**config.mk**
```make
export PLATFORM = sky130hd
export DESIGN_NAME = subtract_swap_skip_ops
export DESIGN_NICKNAME = d
export VERILOG_FILES = /design/src/design/subtract_swap_skip_pkg.sv /design/src/design/subtract_swap_skip_ops.sv
export SDC_FILE = /design/constraint.sdc
export NUM_CORES = 1
export LEC_CHECK = 0
export ABC_AREA = 1
export BUFFER_PORTS_ARGS = -buffer_cell sky130_fd_sc_hd__buf_2
export CAP_MARGIN = 40
export CORE_ASPECT_RATIO = 1.5
export CORE_MARGIN = 3
export CORE_UTILIZATION = 50
export CTS_BUF_LIST = sky130_fd_sc_hd__clkbuf_16
export DETAILED_ROUTE_END_ITERATION = 6
export PLACE_DENSITY_LB_ADDON = 0.2
export SYNTH_ARGS = -nofsm -noshare
export SYNTH_HDL_FRONTEND = slang
export SYNTH_SLANG_ARGS = --single-unit
```
**constraint.sdc**
```tcl
create_clock -name clk -period 18.1 [get_ports clk]
set_input_delay 0.905 -clock clk [delete_from_list [all_inputs] [get_ports clk]]
set_output_delay 0.905 -clock clk [all_outputs]
set_load 0.02 [all_outputs]
```
**src/design/subtract_swap_skip_pkg.sv**
```systemverilog
// Package with register map, command layout, opcodes and reset values of the execution slice.
package subtract_swap_skip_pkg;

    // Byte addresses of the register words on the bus.
    localparam logic [31:0] CMD_OFFSET    = 32'h0000_0000;
    localparam logic [31:0] ACC_OFFSET    = 32'h0000_0004;
    localparam logic [31:0] FLAGS_OFFSET  = 32'h0000_0008;
    localparam logic [31:0] STATUS_OFFSET = 32'h0000_000C;
    localparam logic [31:0] PC_OFFSET     = 32'h0000_0010;
    localparam logic [31:0] MEM_BASE      = 32'h0000_0100;

    // Largest data memory that fits below the end of the map.
    localparam int MEM_DEPTH_MAX = 64;

    // Opcodes written into the command register.
    localparam logic [3:0] OP_SUBTRACT_TO_MEMORY     = 4'h1;
    localparam logic [3:0] OP_SUBTRACT_IMMEDIATE     = 4'h2;
    localparam logic [3:0] OP_NIBBLE_EXCHANGE_MEM    = 4'h3;
    localparam logic [3:0] OP_NIBBLE_EXCHANGE_TO_ACC = 4'h4;
    localparam logic [3:0] OP_SKIP_IF_ZERO           = 4'h5;
    localparam logic [3:0] OP_SKIP_ZERO_LOAD_ACC     = 4'h6;
    localparam logic [3:0] OP_SKIP_IF_BIT_CLEAR      = 4'h7;

    // Status word field positions.
    localparam int STATUS_BUSY_BIT   = 0;
    localparam int STATUS_SKIP_BIT   = 1;
    localparam int STATUS_CYCLES_LSB = 8;

    // Values after reset.
    localparam logic [7:0]  ACC_RESET    = 8'h00;
    localparam logic [3:0]  FLAGS_RESET  = 4'h0;
    localparam logic [15:0] PC_RESET     = 16'h0000;
    localparam logic [31:0] CMD_RESET    = 32'h0000_0000;
    localparam logic [1:0]  CYCLES_RESET = 2'h0;

    // Program counter steps for a normal and a skipped successor.
    localparam logic [15:0] PC_STEP      = 16'h0001;
    localparam logic [15:0] PC_SKIP_STEP = 16'h0002;

    // Cycle counts reported for one- and two-cycle instructions.
    localparam logic [1:0] CYCLES_SINGLE = 2'h1;
    localparam logic [1:0] CYCLES_SKIP   = 2'h2;

    // Command word: opcode in bits 3..0, memory index 13..8, bit 18..16, immediate 31..24.
    typedef struct packed {
        logic [7:0] imm;
        logic [4:0] rsvdHigh;
        logic [2:0] bitSel;
        logic [1:0] rsvdMid;
        logic [5:0] memAddr;
        logic [3:0] rsvdLow;
        logic [3:0] op;
    } cmd_t;

    // Flag word: borrow-inverse in bit 0, half borrow 1, zero 2, signed wrap 3.
    typedef struct packed {
        logic signedWrapFlag;
        logic zeroFlag;
        logic halfBorrowFlag;
        logic borrowInvFlag;
    } flags_t;

    typedef enum logic [1:0] {
        EX_IDLE,
        EX_RUN,
        EX_DUMMY
    } exec_state_t;

endpackage

```
**src/design/subtract_swap_skip_ops.sv**
```systemverilog
// Execution slice for subtract, nibble exchange and skip instructions behind an AHB-Lite slave.
//
// Functional notes
// [RL1] The subtract-to-memory command writes accumulator minus the memory byte into that byte and updates all four arithmetic flags.
// [RL2] Every subtraction clears the borrow-inverse flag when the difference is negative and sets it when it is positive or zero.
// [RL3] The immediate subtract command takes the immediate from the command, leaves the difference in the accumulator and updates the same four flags.
// [RL4] The in-place nibble exchange swaps the two halves of the memory byte and leaves the flags alone.
// [RL5] The nibble exchange to accumulator puts the byte's high half into the accumulator's low half and its low half into the high half, touching neither memory nor flags.
// [RL6] The skip-if-zero command skips the next instruction when the memory byte is zero and changes no flag.
// [RL7] The skip-zero-load command copies the memory byte into the accumulator and skips when it is zero, changing no flag.
// [RL8] The skip-if-bit-clear command skips when the selected bit of the memory byte is zero and changes no flag.
// [RL9] Every skip command takes two instruction cycles, the second being a dummy cycle.
// [RL10] When a skip condition fails, execution continues at the instruction right after the skip.
// [RL11] Zero comes from an all-zero result, half borrow from the low-nibble borrow, signed wrap from two's-complement overflow.
//
// The register offsets and the AHB-Lite interface to the registers are this design's own decisions.
`timescale 1ns/1ps

module subtract_swap_skip_ops #(
    parameter int MEM_DEPTH = 16
) (
    input  wire logic        clk,
    input  wire logic        sys_rst,
    input  wire logic        hsel,
    input  wire logic [31:0] haddr,
    input  wire logic [1:0]  htrans,
    input  wire logic        hwrite,
    input  wire logic [2:0]  hsize,
    input  wire logic [31:0] hwdata,
    input  wire logic        hready,
    output logic             hreadyout,
    output logic             hresp,
    output logic [31:0]      hrdata,
    output logic             skipTaken,
    output logic             busy
);

    localparam int AW = $clog2(MEM_DEPTH);
    localparam logic [31:0] MEM_END = subtract_swap_skip_pkg::MEM_BASE + 32'(4 * MEM_DEPTH);

    if (MEM_DEPTH < 2 || MEM_DEPTH > subtract_swap_skip_pkg::MEM_DEPTH_MAX
        || (1 << AW) != MEM_DEPTH)
    begin : g_bad_depth
        $error("MEM_DEPTH must be a power of two from 2 to 64.");
    end

    // The memory index is cut straight from the low address bits, which needs this alignment.
    if ((subtract_swap_skip_pkg::MEM_BASE & 32'(4 * MEM_DEPTH - 1)) != 32'h0000_0000)
    begin : g_bad_base
        $error("The memory window must start on a multiple of its own size.");
    end

    // Bus address and data phase tracking.
    logic        dpWrite;
    logic        dpRead;
    logic [31:0] dpAddr;

    // Architectural state.
    subtract_swap_skip_pkg::cmd_t        cmd;
    subtract_swap_skip_pkg::flags_t      flags;
    subtract_swap_skip_pkg::exec_state_t state;
    logic [7:0]  acc;
    logic [15:0] pc;
    logic        lastSkip;
    logic [1:0]  lastCycles;
    logic [7:0]  mem [MEM_DEPTH];

    wire addrPhase = hsel & hready & htrans[1];
    wire idle      = (state == subtract_swap_skip_pkg::EX_IDLE);

    // Register decode in the data phase.
    wire selCmd    = (dpAddr == subtract_swap_skip_pkg::CMD_OFFSET);
    wire selAcc    = (dpAddr == subtract_swap_skip_pkg::ACC_OFFSET);
    wire selFlags  = (dpAddr == subtract_swap_skip_pkg::FLAGS_OFFSET);
    wire selStatus = (dpAddr == subtract_swap_skip_pkg::STATUS_OFFSET);
    wire selPc     = (dpAddr == subtract_swap_skip_pkg::PC_OFFSET);
    wire selMem    = (dpAddr >= subtract_swap_skip_pkg::MEM_BASE) && (dpAddr < MEM_END)
                     && (dpAddr[1:0] == 2'b00);
    wire [AW-1:0] busIdx = dpAddr[AW+1:2];

    // State-changing bus writes are ignored while a command runs, so the core owns its state.
    wire busWr     = dpWrite & idle;
    wire wrCmd     = busWr & selCmd;
    wire wrAcc     = busWr & selAcc;
    wire wrFlags   = busWr & selFlags;
    wire wrPc      = busWr & selPc;
    wire wrMem     = busWr & selMem;

    // Operand fetch and arithmetic for the running command.
    wire [AW-1:0] cmdIdx  = cmd.memAddr[AW-1:0];
    wire [7:0]    operand = mem[cmdIdx];
    wire isSubMem  = (cmd.op == subtract_swap_skip_pkg::OP_SUBTRACT_TO_MEMORY);
    wire isSubImm  = (cmd.op == subtract_swap_skip_pkg::OP_SUBTRACT_IMMEDIATE);
    wire isSwapMem = (cmd.op == subtract_swap_skip_pkg::OP_NIBBLE_EXCHANGE_MEM);
    wire isSwapAcc = (cmd.op == subtract_swap_skip_pkg::OP_NIBBLE_EXCHANGE_TO_ACC);
    wire isSkipZ   = (cmd.op == subtract_swap_skip_pkg::OP_SKIP_IF_ZERO);
    wire isSkipLd  = (cmd.op == subtract_swap_skip_pkg::OP_SKIP_ZERO_LOAD_ACC);
    wire isSkipBit = (cmd.op == subtract_swap_skip_pkg::OP_SKIP_IF_BIT_CLEAR);
    wire isSkip    = isSkipZ | isSkipLd | isSkipBit;
    wire isSub     = isSubMem | isSubImm;

    wire [7:0] subtrahend = isSubImm ? cmd.imm : operand;
    wire [8:0] diff       = {1'b0, acc} - {1'b0, subtrahend};
    wire [4:0] lowDiff    = {1'b0, acc[3:0]} - {1'b0, subtrahend[3:0]};
    wire [7:0] result     = diff[7:0];
    wire [7:0] swapped    = {operand[3:0], operand[7:4]};

    subtract_swap_skip_pkg::flags_t subFlags;
    assign subFlags.borrowInvFlag  = ~diff[8];                                           // RL2
    assign subFlags.halfBorrowFlag = lowDiff[4];                                         // RL11
    assign subFlags.zeroFlag       = (result == 8'h00);                                  // RL11
    assign subFlags.signedWrapFlag = (acc[7] != subtrahend[7]) && (result[7] != acc[7]); // RL11

    wire operandZero = (operand == 8'h00);
    wire bitClear    = ~operand[cmd.bitSel];
    wire skipCond    = ((isSkipZ | isSkipLd) & operandZero) | (isSkipBit & bitClear); // RL6 RL8

    wire running     = (state == subtract_swap_skip_pkg::EX_RUN);
    wire execMemWr   = running & (isSubMem | isSwapMem);
    wire [7:0] execMemData = isSubMem ? result : swapped; // RL1 RL4

    wire          memWe    = execMemWr | wrMem;
    wire [AW-1:0] memWaddr = execMemWr ? cmdIdx : busIdx;
    wire [7:0]    memWdata = execMemWr ? execMemData : hwdata[7:0];

    // Read selection for the bus.
    wire [31:0] statusWord = (32'(lastCycles) << subtract_swap_skip_pkg::STATUS_CYCLES_LSB)
                           | (32'(lastSkip) << subtract_swap_skip_pkg::STATUS_SKIP_BIT)
                           | (32'(busy) << subtract_swap_skip_pkg::STATUS_BUSY_BIT);
    logic [31:0] readMux;
    always_comb
    begin
        if (selCmd)
        begin
            readMux = cmd;
        end
        else if (selAcc)
        begin
            readMux = {24'h00_0000, acc};
        end
        else if (selFlags)
        begin
            readMux = {28'h000_0000, flags};
        end
        else if (selStatus)
        begin
            readMux = statusWord;
        end
        else if (selPc)
        begin
            readMux = {16'h0000, pc};
        end
        else if (selMem)
        begin
            readMux = {24'h00_0000, mem[busIdx]};
        end
        else
        begin
            readMux = 32'h0000_0000;
        end
    end

    // Reads take one wait state so hrdata comes from a flop and sees any write just before.
    assign hreadyout = ~dpRead;
    assign hresp     = 1'b0;
    assign busy      = ~idle;

    always_ff @(posedge clk or posedge sys_rst)
    begin
        if (sys_rst)
        begin
            dpWrite <= 1'b0;
            dpRead  <= 1'b0;
        end
        else if (hready)
        begin
            dpWrite <= addrPhase & hwrite;
            dpRead  <= addrPhase & ~hwrite;
        end
        else
        begin
            dpWrite <= 1'b0;
            dpRead  <= 1'b0;
        end
    end

    // The address is kept only from accepted address phases, so idle cycles cannot move it.
    always_ff @(posedge clk or posedge sys_rst)
    begin
        if (sys_rst)
        begin
            dpAddr <= 32'h0000_0000;
        end
        else if (addrPhase)
        begin
            dpAddr <= haddr;
        end
    end

    always_ff @(posedge clk or posedge sys_rst)
    begin
        if (sys_rst)
        begin
            hrdata <= 32'h0000_0000;
        end
        else if (dpRead)
        begin
            hrdata <= readMux;
        end
    end

    // Data memory, one byte of flip-flops per entry.
    for (genvar i = 0; i < MEM_DEPTH; i++)
    begin : g_mem
        always_ff @(posedge clk or posedge sys_rst)
        begin
            if (sys_rst)
            begin
                mem[i] <= 8'h00;
            end
            else if (memWe && memWaddr == AW'(i))
            begin
                mem[i] <= memWdata;
            end
        end
    end

    // Sequencer: a command runs one cycle, and a skip command adds a dummy cycle.
    always_ff @(posedge clk or posedge sys_rst)
    begin
        if (sys_rst)
        begin
            state <= subtract_swap_skip_pkg::EX_IDLE;
        end
        else
        begin
            case (state)
                subtract_swap_skip_pkg::EX_IDLE:
                begin
                    if (wrCmd)
                    begin
                        state <= subtract_swap_skip_pkg::EX_RUN;
                    end
                end
                subtract_swap_skip_pkg::EX_RUN:
                begin
                    state <= isSkip ? subtract_swap_skip_pkg::EX_DUMMY   // RL9
                                    : subtract_swap_skip_pkg::EX_IDLE;
                end
                subtract_swap_skip_pkg::EX_DUMMY:
                begin
                    state <= subtract_swap_skip_pkg::EX_IDLE; // RL9
                end
                default:
                begin
                    state <= subtract_swap_skip_pkg::EX_IDLE;
                end
            endcase
        end
    end

    // The command word is latched once, so its operand fields stay put through the dummy cycle.
    always_ff @(posedge clk or posedge sys_rst)
    begin
        if (sys_rst)
        begin
            cmd <= subtract_swap_skip_pkg::CMD_RESET;
        end
        else if (wrCmd)
        begin
            cmd <= hwdata;
        end
    end

    // Next values; bus writes reach them only while idle, so a running command always wins.
    wire [15:0] pcStep  = (isSkip && skipCond) ? subtract_swap_skip_pkg::PC_SKIP_STEP
                                               : subtract_swap_skip_pkg::PC_STEP; // RL10
    wire [7:0]  next_acc =
        (running && isSubImm)  ? result :  // RL3
        (running && isSwapAcc) ? swapped : // RL5
        (running && isSkipLd)  ? operand : // RL7
        wrAcc                  ? hwdata[7:0] :
                                 acc;
    wire [15:0] next_pc =
        running ? pc + pcStep : // RL10
        wrPc    ? hwdata[15:0] :
                  pc;
    wire [1:0]  cmdCycles = isSkip ? subtract_swap_skip_pkg::CYCLES_SKIP // RL9
                                   : subtract_swap_skip_pkg::CYCLES_SINGLE;

    always_ff @(posedge clk or posedge sys_rst)
    begin
        if (sys_rst)
        begin
            acc <= subtract_swap_skip_pkg::ACC_RESET;
        end
        else
        begin
            acc <= next_acc;
        end
    end

    // Only subtractions touch the flags; exchanges and skips leave them as they were.
    always_ff @(posedge clk or posedge sys_rst)
    begin
        if (sys_rst)
        begin
            flags <= subtract_swap_skip_pkg::FLAGS_RESET;
        end
        else if (running && isSub)
        begin
            flags <= subFlags; // RL1 RL3
        end
        else if (wrFlags)
        begin
            flags <= hwdata[3:0];
        end
    end

    // The program counter stands in for the fetch path: one step normally, two on a skip.
    always_ff @(posedge clk or posedge sys_rst)
    begin
        if (sys_rst)
        begin
            pc <= subtract_swap_skip_pkg::PC_RESET;
        end
        else
        begin
            pc <= next_pc;
        end
    end

    // Skip report and cycle count of the last command, kept for software to read back.
    always_ff @(posedge clk or posedge sys_rst)
    begin
        if (sys_rst)
        begin
            lastSkip   <= 1'b0;
            lastCycles <= subtract_swap_skip_pkg::CYCLES_RESET;
        end
        else if (running)
        begin
            lastSkip   <= isSkip & skipCond;
            lastCycles <= cmdCycles; // RL9
        end
    end

    // Registered so that the pulse falls in the dummy cycle rather than the execute cycle.
    always_ff @(posedge clk or posedge sys_rst)
    begin
        if (sys_rst)
        begin
            skipTaken <= 1'b0;
        end
        else
        begin
            skipTaken <= running & isSkip & skipCond; // RL6 RL7 RL8
        end
    end

endmodule

```
==> results.md, run 1 <==
* Core Area at 0.0281 mm²
* Root buffer cell: clkbuf_16
* Fmax at 177 MHz
* R2R Path End: pc[10]$_DFFE_PP0P_
* Worst-path clk slew at 0.06 ns
* First-pass iteration count of the detailed router at 6
* Clock skew at 0.0209 ns
* Share of cells above drive strength 1 at 13.7%
* Syn Nets at 1,949
* First-pass GRT wire length at 71,900 µm
* Rows at 75
* Worst-Skew Late Latency at 0.56 ns
* Share of Yosys cell area claimed by the top area cell type at 45.6%
* Reg area at 0.00651 mm²
* Final hold slack at 0.314 ns
* Setup TNS at 0 ns
* Die Width at 144 µm
* CTS tree: yes
* Peak VDD IR at 57.4 µV
* Setup Buffers After CTS at 0
* Congestion Overflow GR at 0
* Sequential fraction of the synthesis area at 45.6%
* Fraction of registers with async set/reset at 100%
* Overall Global Routing Usage at 30.1%
* Number of I/O port buffers at 104
* CTS Buf Count at 26
* Setup violators final at 0
* Critical path class: flop to flop
* Max-cap violations at 0
* Top-count cell post-synth: nand2_1
* Post-route ant nets at 0
* Run status: completed
* Fill count at 2,653
* Slew @ Worst Pin at 0.961 ns
* Initial antenna violation count at 0
* P&R area growth vs syn at 12.9%
* Top post-synthesis cells by count: nand2_1, dfrtp_1, o21ai_0
* Antenna diodes at 0
* TritonCTS Sinks at 260
* Dpl hpwl at 32,100 µm
* Crit path max fanout at 18
* Final RePlAce weighted congestion at 0.983
* DR vias/cell at 5.81
* DR vias at 13,400
* Yosys warns at 0
* Max Root-Sink Buffers at 3
* Multi-input logic area at 0.00668 mm²
* Cells after Synth at 1,863
* Power Density at 82.2 mW/mm²
* Initial core utilization at 50.8%
* Die Y at 213 µm
* Top cells by area, synth: dfrtp_1, nand2_1, o21ai_0
* Minimum clock period at 5.64 ns
* Number of max-slew violations in the final report at 0
* Design Power at 1.32 mW
* Worst min path class: primary input to asynchronous set/reset pin
* Slew margin rel. at 35.9%
* Leakage power at 8.11 nW
* Total routed wirelength at 45,900 µm
* H-tree Lvls at 1
* Final period utilization at 31.2%
* Synth area leader: dfrtp_1
* Total Nets Final at 2,029
* RSZ-0062 raised after global routing: false
* Largest net degree at the start of global routing at 104
* Vias in the first global route at 13,200
* Startpoint Class: flop
* Netlist cell types at 52
* Crit path required time at 18.51 ns
* CP endpoint kind: flop
* Post-CTS Resized at 0
* Top_reg_cell synth: dfrtp_1
* Register bit total from synthesis at 260
* WL/cell at 19.9 µm
* Synth Cell Area at 0.0143 mm²
* Die Area at 0.0306 mm²
* Ports at 110
* DRT iter0 DRCs at 1,062
* Flop2flop setup slack at 12.46 ns
* Hold buffers post-CTS at 0
* Syn avg cell area at 7.65 µm²
* Final Hold Fails at 0
* Post-synth EDFFs at 0
* DRC viols at 0
* Reg2Reg Depth at 21
* Reg-to-reg startpoint: cmd[10]$_DFFE_PP0P_
* Data arrival, critical path at 6.06 ns
per-stage QoR:
stage	instances	utilization, %	setup WS, ns	instance area (µm²)
2_1_floorplan	1863	-	10.04	14300
3_3_place_gp	2247	53.3	12.62	15000
3_5_place_dp	2261	54.2	12.63	15200
4_1_cts	2309	57.4	12.60	16100
5_1_grt	2309	57.4	12.09	16100
6_report	2309	57.4	12.46	16100
cell usage in the layout (no fill, tap or decap), types with 6 or more instances in the layout:
| cell type | Yosys | final |
|---|---|---|
| inv_1 | 154 | 160 |
| dfrtp_1 | 260 | 259 |
| inv_2 | 24 | 24 |
| nand2_1 | 591 | 591 |
| a21oi_1 | 52 | 52 |
| nor2_1 | 130 | 129 |
| nand4_1 | 19 | 19 |
| a221oi_1 | 6 | 6 |
| mux2_2 | 27 | 27 |
| o211ai_1 | 20 | 20 |
| xor2_1 | 9 | 9 |
| clkinv_1 | 7 | 12 |
| o21ai_0 | 155 | 154 |
| nor2_2 | 8 | 9 |
| ha_1 | 10 | 10 |
| clkbuf_16 | 0 | 27 |
| buf_2 | 28 | 104 |
| a22oi_1 | 6 | 6 |
| nor3_1 | 12 | 12 |
| nand3_1 | 117 | 116 |
| nor2_4 | 6 | 6 |
| buf_4 | 8 | 17 |
| o21ai_1 | 46 | 46 |
| o31ai_1 | 7 | 7 |
| nor2_8 | 9 | 9 |
| o22ai_1 | 53 | 51 |
| o311ai_0 | 7 | 7 |
cell type report:
type / instances / area share, %
flip-flops and latches: 260 / 40.4
multi-input cells: 1335 / 41.5
well taps: 346 / 2.69
clock inverters: 21 / 1.35
inverters: 187 / 4.43
clock buffers: 27 / 4.20
repair buffers: 133 / 5.42
critical path: stages (launching register included):
cell,delay [ns]
dfrtp_1,0.93
clkinv_1,0.95
nand3_1,0.42
nand3_1,0.30
nand2_1,0.30
nand2_1,0.09
nand3_1,0.07
nand3_1,0.08
nand3_1,0.07
nand2_1,0.13
inv_1,0.13
ha_1,0.15
inv_1,0.06
fa_1,0.42
nor3_1,0.41
nand2_1,0.13
nor2_1,0.20
nand2_1,0.10
nor2_1,0.25
nand4_1,0.13
nand2_1,0.08
o221ai_1,0.11
logic make-up (layout without fill, tap and decap cells):
group / Yosys count / count (layout) / synth area share [%]
compound gates: 377 / 377 / 15.4
xor+xnor: 12 / 12 / 0.737
fa+ha+maj: 12 / 12 / 1.16
buf+inv: 268 / 368 / 7.66
flops: 260 / 260 / 45.6
mux: 27 / 27 / 2.13
other cells: 1 / 1 / 0.0263
simple gates: 906 / 906 / 27.2
state kept, by name, indices dropped and copies added (netlist names):
| register | cells |
|---|---|
| dpRead | 1 |
| flags | 4 |
| pc | 16 |
| hrdata | 32 |
| lastSkip | 1 |
| skipTaken | 1 |
| mem | 128 |
| dpAddr | 32 |
| acc | 8 |
| dpWrite | 1 |
| state | 2 |
| lastCycles | 2 |
| cmd | 32 |
per-layer routing:
| layer | global-route usage (%) | vias to the layer above | wire length (µm) |
|---|---|---|---|
| met5 | 0 | - | 0 |
| met3 | 3.54 | 164 | 3110 |
| met1 | 36.5 | 6359 | 17300 |
| met2 | 50.6 | 607 | 22300 |
| li1 | - | 6294 | - |
| met4 | 19.2 | 0 | 3220 |
how the worst max path moves through the flow:
stage	end	start	slack, ns	depth (start not counted)
final	pc[10]$_DFFE_PP0P_	cmd[10]$_DFFE_PP0P_	12.46	21
after global placement	mem[38]$_DFFE_PP0P_	cmd[8]$_DFFE_PP0P_	12.62	21
after floorplan	acc[0]$_DFFE_PP0P_	sys_rst	10.04	1
after CTS	pc[10]$_DFFE_PP0P_	cmd[10]$_DFFE_PP0P_	12.60	21
after detailed placement	pc[10]$_DFFE_PP0P_	cmd[10]$_DFFE_PP0P_	12.63	21
after global routing	pc[10]$_DFFE_PP0P_	cmd[10]$_DFFE_PP0P_	12.09	21
report_power, final:
group | switching (mW) | internal [mW] | total, mW
registers | 0.0115 | 0.599 | 0.610
clock network | 0.235 | 0.340 | 0.575
logic | 0.0964 | 0.0416 | 0.138
total | 0.343 | 0.980 | 1.32
No activity file was read; power rests on OpenSTA's default activity.
==> run 2: changes to the inputs <==
--- a/config.mk
+++ b/config.mk
@@ -5,7 +5,7 @@
 export SDC_FILE = /design/constraint.sdc
 export NUM_CORES = 1
 export LEC_CHECK = 0
-export ABC_AREA = 1
+export ABC_AREA = 0
 export BUFFER_PORTS_ARGS = -buffer_cell sky130_fd_sc_hd__buf_2
 export CAP_MARGIN = 40
 export CORE_ASPECT_RATIO = 1.5
==> constraint.sdc (replaced) <==
create_clock -name clk -period 5.5 [get_ports clk]
set_input_delay 0.275 -clock clk [delete_from_list [all_inputs] [get_ports clk]]
set_output_delay 0.275 -clock clk [all_outputs]
set_load 0.02 [all_outputs]
==> run 2 against run 1 <==
Combinational power rose to 4.6 times the previous value. Global-route usage down 3.0 points. Worst setup slack worse by 12 ns. Synthesized area down 2.3%. Clock power rose to 3.1 times the previous value. Hold slack worse by 0.28 ns. Maximum frequency up 24%. Non-clock buffer count up 83. Sequential share of layout area down 0.74 points. Clock-buffer cell count down 2. Synthesized cell count down 35%. Largest power group unchanged.
==> results.md, run 2 <==
* Cells after Synth at 1,215 (-35%)
* Antenna diodes at 0 (unchanged)
* Power Density at 274 mW/mm² (+230%)
* Die Width at 142 µm (-1.1%)
* WL/cell at 23.1 µm (+16%)
* Overall Global Routing Usage at 27.1% (-3.0 points)
* Max Root-Sink Buffers at 3 (unchanged)
* P&R area growth vs syn at 17.7%
* Post-CTS Resized at 0 (unchanged)
* H-tree Lvls at 1 (unchanged)
* DRT iter0 DRCs at 808 (-24%)
* Largest net degree at the start of global routing at 171 (+64%)
* Die Y at 210 µm (-1.1%)
* Ports at 110 (unchanged)
* DR vias at 10,700 (-20%)
* DR vias/cell at 6.18 (+6.2%)
* Sequential fraction of the synthesis area at 46.7% (+1.1 points)
* TritonCTS Sinks at 260 (unchanged)
* Post-route ant nets at 0 (unchanged)
* Share of cells above drive strength 1 at 26.3% (+13 points)
* CTS Buf Count at 25 (-3.8%)
* Syn avg cell area at 11.5 µm² (+50%)
* CP max stage cell: dfrtp_1
* Yosys warns at 0 (unchanged)
* XOR/XNOR share of the synthesized area at 0.252% (-0.49 points)
* Run status: completed
* Crit path max fanout at 16 (-2)
* Vias in the first global route at 11,000 (-16%)
* Share of Yosys cell area claimed by the top area cell type at 46.7% (+1.1 points)
* Final RePlAce weighted congestion at 0.940 (-4.3%)
* Core Area at 0.0273 mm² (-2.7%)
* Die Area at 0.0299 mm² (-2.2%)
* Flop2flop setup slack at 0.95 ns (-11.51 ns)
* Final Hold Fails at 0 (unchanged)
* First-pass iteration count of the detailed router at 5 (-1)
* Reg area at 0.00651 mm² (about the same)
* First-pass GRT wire length at 63,200 µm (-12%)
* Top_reg_cell synth: dfrtp_1
* Register bit total from synthesis at 260 (unchanged)
* Setup violators final at 0 (unchanged)
* Syn Nets at 1,301 (-33%)
* RSZ-0062 raised after global routing: false
* Final period utilization at 82.7% (+52 points)
* Hold Path Stages at 2
* Dpl cells at 1,628 (-28%)
* Total Nets Final at 1,456 (-28%)
* Top-count cell post-synth: dfrtp_1
* Largest family of logic cells by synthesized area: multiplexers
* Mux contribution to synthesized area at 22.5% (+20 points)
* Crit path required time at 5.97 ns (-12.54 ns)
* Rows at 74 (-1.3%)
* Congestion Overflow GR at 0 (unchanged)
* Synth area leader: dfrtp_1
* Fill count at 2,184 (-18%)
* Worst min path class: primary input to flop
* Clock skew at 0.0130 ns (-0.00791 ns)
* Final setup margin at 0.951 ns (-11.51 ns)
* Slew @ Worst Pin at 0.953 ns (-0.00809 ns)
* Dpl hpwl at 28,500 µm (-11%)
* CP dominant cell by count: mux2i_1
* Leakage power at 7.01 nW (-14%)
* Commonest non-fill, non-tap cell in the layout: dfrtp_1
* DRC viols at 0 (unchanged)
* Root buffer cell: clkbuf_16
* Slew margin rel. at 36.5% (+0.54 points)
* Setup Buffers After CTS at 0 (unchanged)
* Total routed wirelength at 40,100 µm (-13%)
* Reg2Reg Depth at 13 (-38%)
* Startpoint Class: flop
* Simple-Gate Fraction of Synth Area at 11.3% (-16 points)
* Hold buffers post-CTS at 57 (+57)
* Fraction of registers with async set/reset at 100% (unchanged)
* Fmax at 220 MHz (+24%)
* Initial core utilization at 51.0% (+0.20 points)
* Initial antenna violation count at 0 (unchanged)
* Minimum clock period at 4.55 ns (-1.09 ns)
* CTS tree: yes
* Slowest cell delay on critical path at 0.70 ns (-0.25 ns)
* Commonest non-fill, non-tap cells in the layout: dfrtp_1, nand2_1, buf_2
* Worst-Skew Late Latency at 0.55 ns (about the same)
* Top cells by area, synth: dfrtp_1, mux4_2, mux2_2
* Synth Cell Area at 0.0139 mm² (-2.3%)
* Multi-input logic area at 0.00693 mm² (+3.7%)
* Worst-path clk slew at 0.07 ns (about the same)
* Post-synth EDFFs at 0 (unchanged)
* Max-cap violations at 0 (unchanged)
* Peak VDD IR at 195 µV (+240%)
* Top post-synthesis cells by count: dfrtp_1, nand2_1, o21ai_0
* Critical path class: flop to flop
* Reg with most FFs: mem
* Netlist cell types at 88 (+69%)
* CP cell instances: inv_1, mux2i_1, mux2i_1, mux2i_1, fa_1, a21o_1, a21oi_1, o21ai_0, a2111oi_0, buf_4, o31ai_2, buf_4, o21ai_0
* Number of I/O port buffers at 104 (unchanged)
* CP endpoint kind: flop
* Finished Layout Cells at 1,731 (-25%)
* Synth Area in Adders at 1.19% (+0.027 points)
* Setup TNS at 0 ns (unchanged)
* Compound-Gate Fraction of Synth Area at 14.3% (-1.1 points)
* Data arrival, critical path at 5.02 ns (-1.04 ns)
* Number of max-slew violations in the final report at 0 (unchanged)
* Max reg flops at 128 (unchanged)
* Post-Place Setup Slack at 1.00 ns (-11.62 ns)
-- run 2: changes by cell type after synthesis, sizes merged, moves of 18 or more --
cell / previous run / this run
inv: 179 / 18
mux2i: 0 / 23
mux2: 27 / 109
nor2: 153 / 75
mux4: 0 / 73
nand2: 596 / 150
o21ai: 205 / 100
nand3: 117 / 20
o2bb2ai: 0 / 18
o22ai: 56 / 3
-- run 2: cells by family after synthesis --
| kind of cell | Yosys count |
|---|---|
| fa+ha+maj | 12 |
| buf+inv | 107 |
| xor+xnor | 4 |
| flops | 260 |
| mux | 205 |
| simple gates | 333 |
| compound gates | 293 |
| other cells | 1 |
-- run 2: where the power goes --
part	switching [mW]	total, mW	internal, mW
Sequential	0.0835	2.08	2.00
Combinational	0.350	0.631	0.281
Clock	0.762	1.78	1.01
Total	1.20	4.49	3.29
-- run 2: final timing paths --
kind	startpoint	endpoint
worst max-delay path	cmd[8]$_DFFE_PP0P_	mem[30]$_DFFE_PP0P_
worst min-delay path	hwdata[11]	cmd[11]$_DFFE_PP0P_
worst max register to register	cmd[8]$_DFFE_PP0P_	mem[30]$_DFFE_PP0P_
worst min register to register	hrdata[17]$_DFFE_PP0P_	hrdata[17]$_DFFE_PP0P_
max in group asynchronous	sys_rst	pc[0]$_DFFE_PP0P_
min in group asynchronous	sys_rst	hrdata[29]$_DFFE_PP0P_
-- run 2: metal layers --
metal	track usage (%)	wire (µm)	vias to the layer above
li1	-	-	4861
met2	47.2	20500	336
met3	2.93	1910	109
met5	0	0	-
met1	33.7	15500	5385
met4	12.6	2080	0
-- run 2: per-stage QoR --
stage	hold WS, ns	total power, mW	util, %	area, µm²
3_5_place_dp	0.310	2.71	54.9	15000
5_1_grt	0.0398	4.65	60.0	16400
4_1_cts	0.0133	4.52	60.0	16400
6_report	0.0368	4.49	60.0	16400
3_3_place_gp	0.300	2.68	54.2	14800
2_1_floorplan	0.341	2.50	-	13900
-- run 2: cell type report --
type                            instances  share of cell area, %
Inverter                               19                  0.458
Multi-Input combinational cell        848                   42.2
Tap cell                              342                   2.61
Clock inverter                         21                   1.21
Sequential cell                       260                   39.7
Timing Repair Buffer                  216                   9.98
Clock buffer                           25                   3.81
-- run 2: critical path: cells and delay by family (launching register included) --
kind / cells / cell delay, ns
DFF: 1 / 0.70
muxes: 3 / 0.95
buffers and inverters: 3 / 0.85
adders and majority gates: 1 / 0.48
AOI/OAI and AO/OA: 6 / 1.47
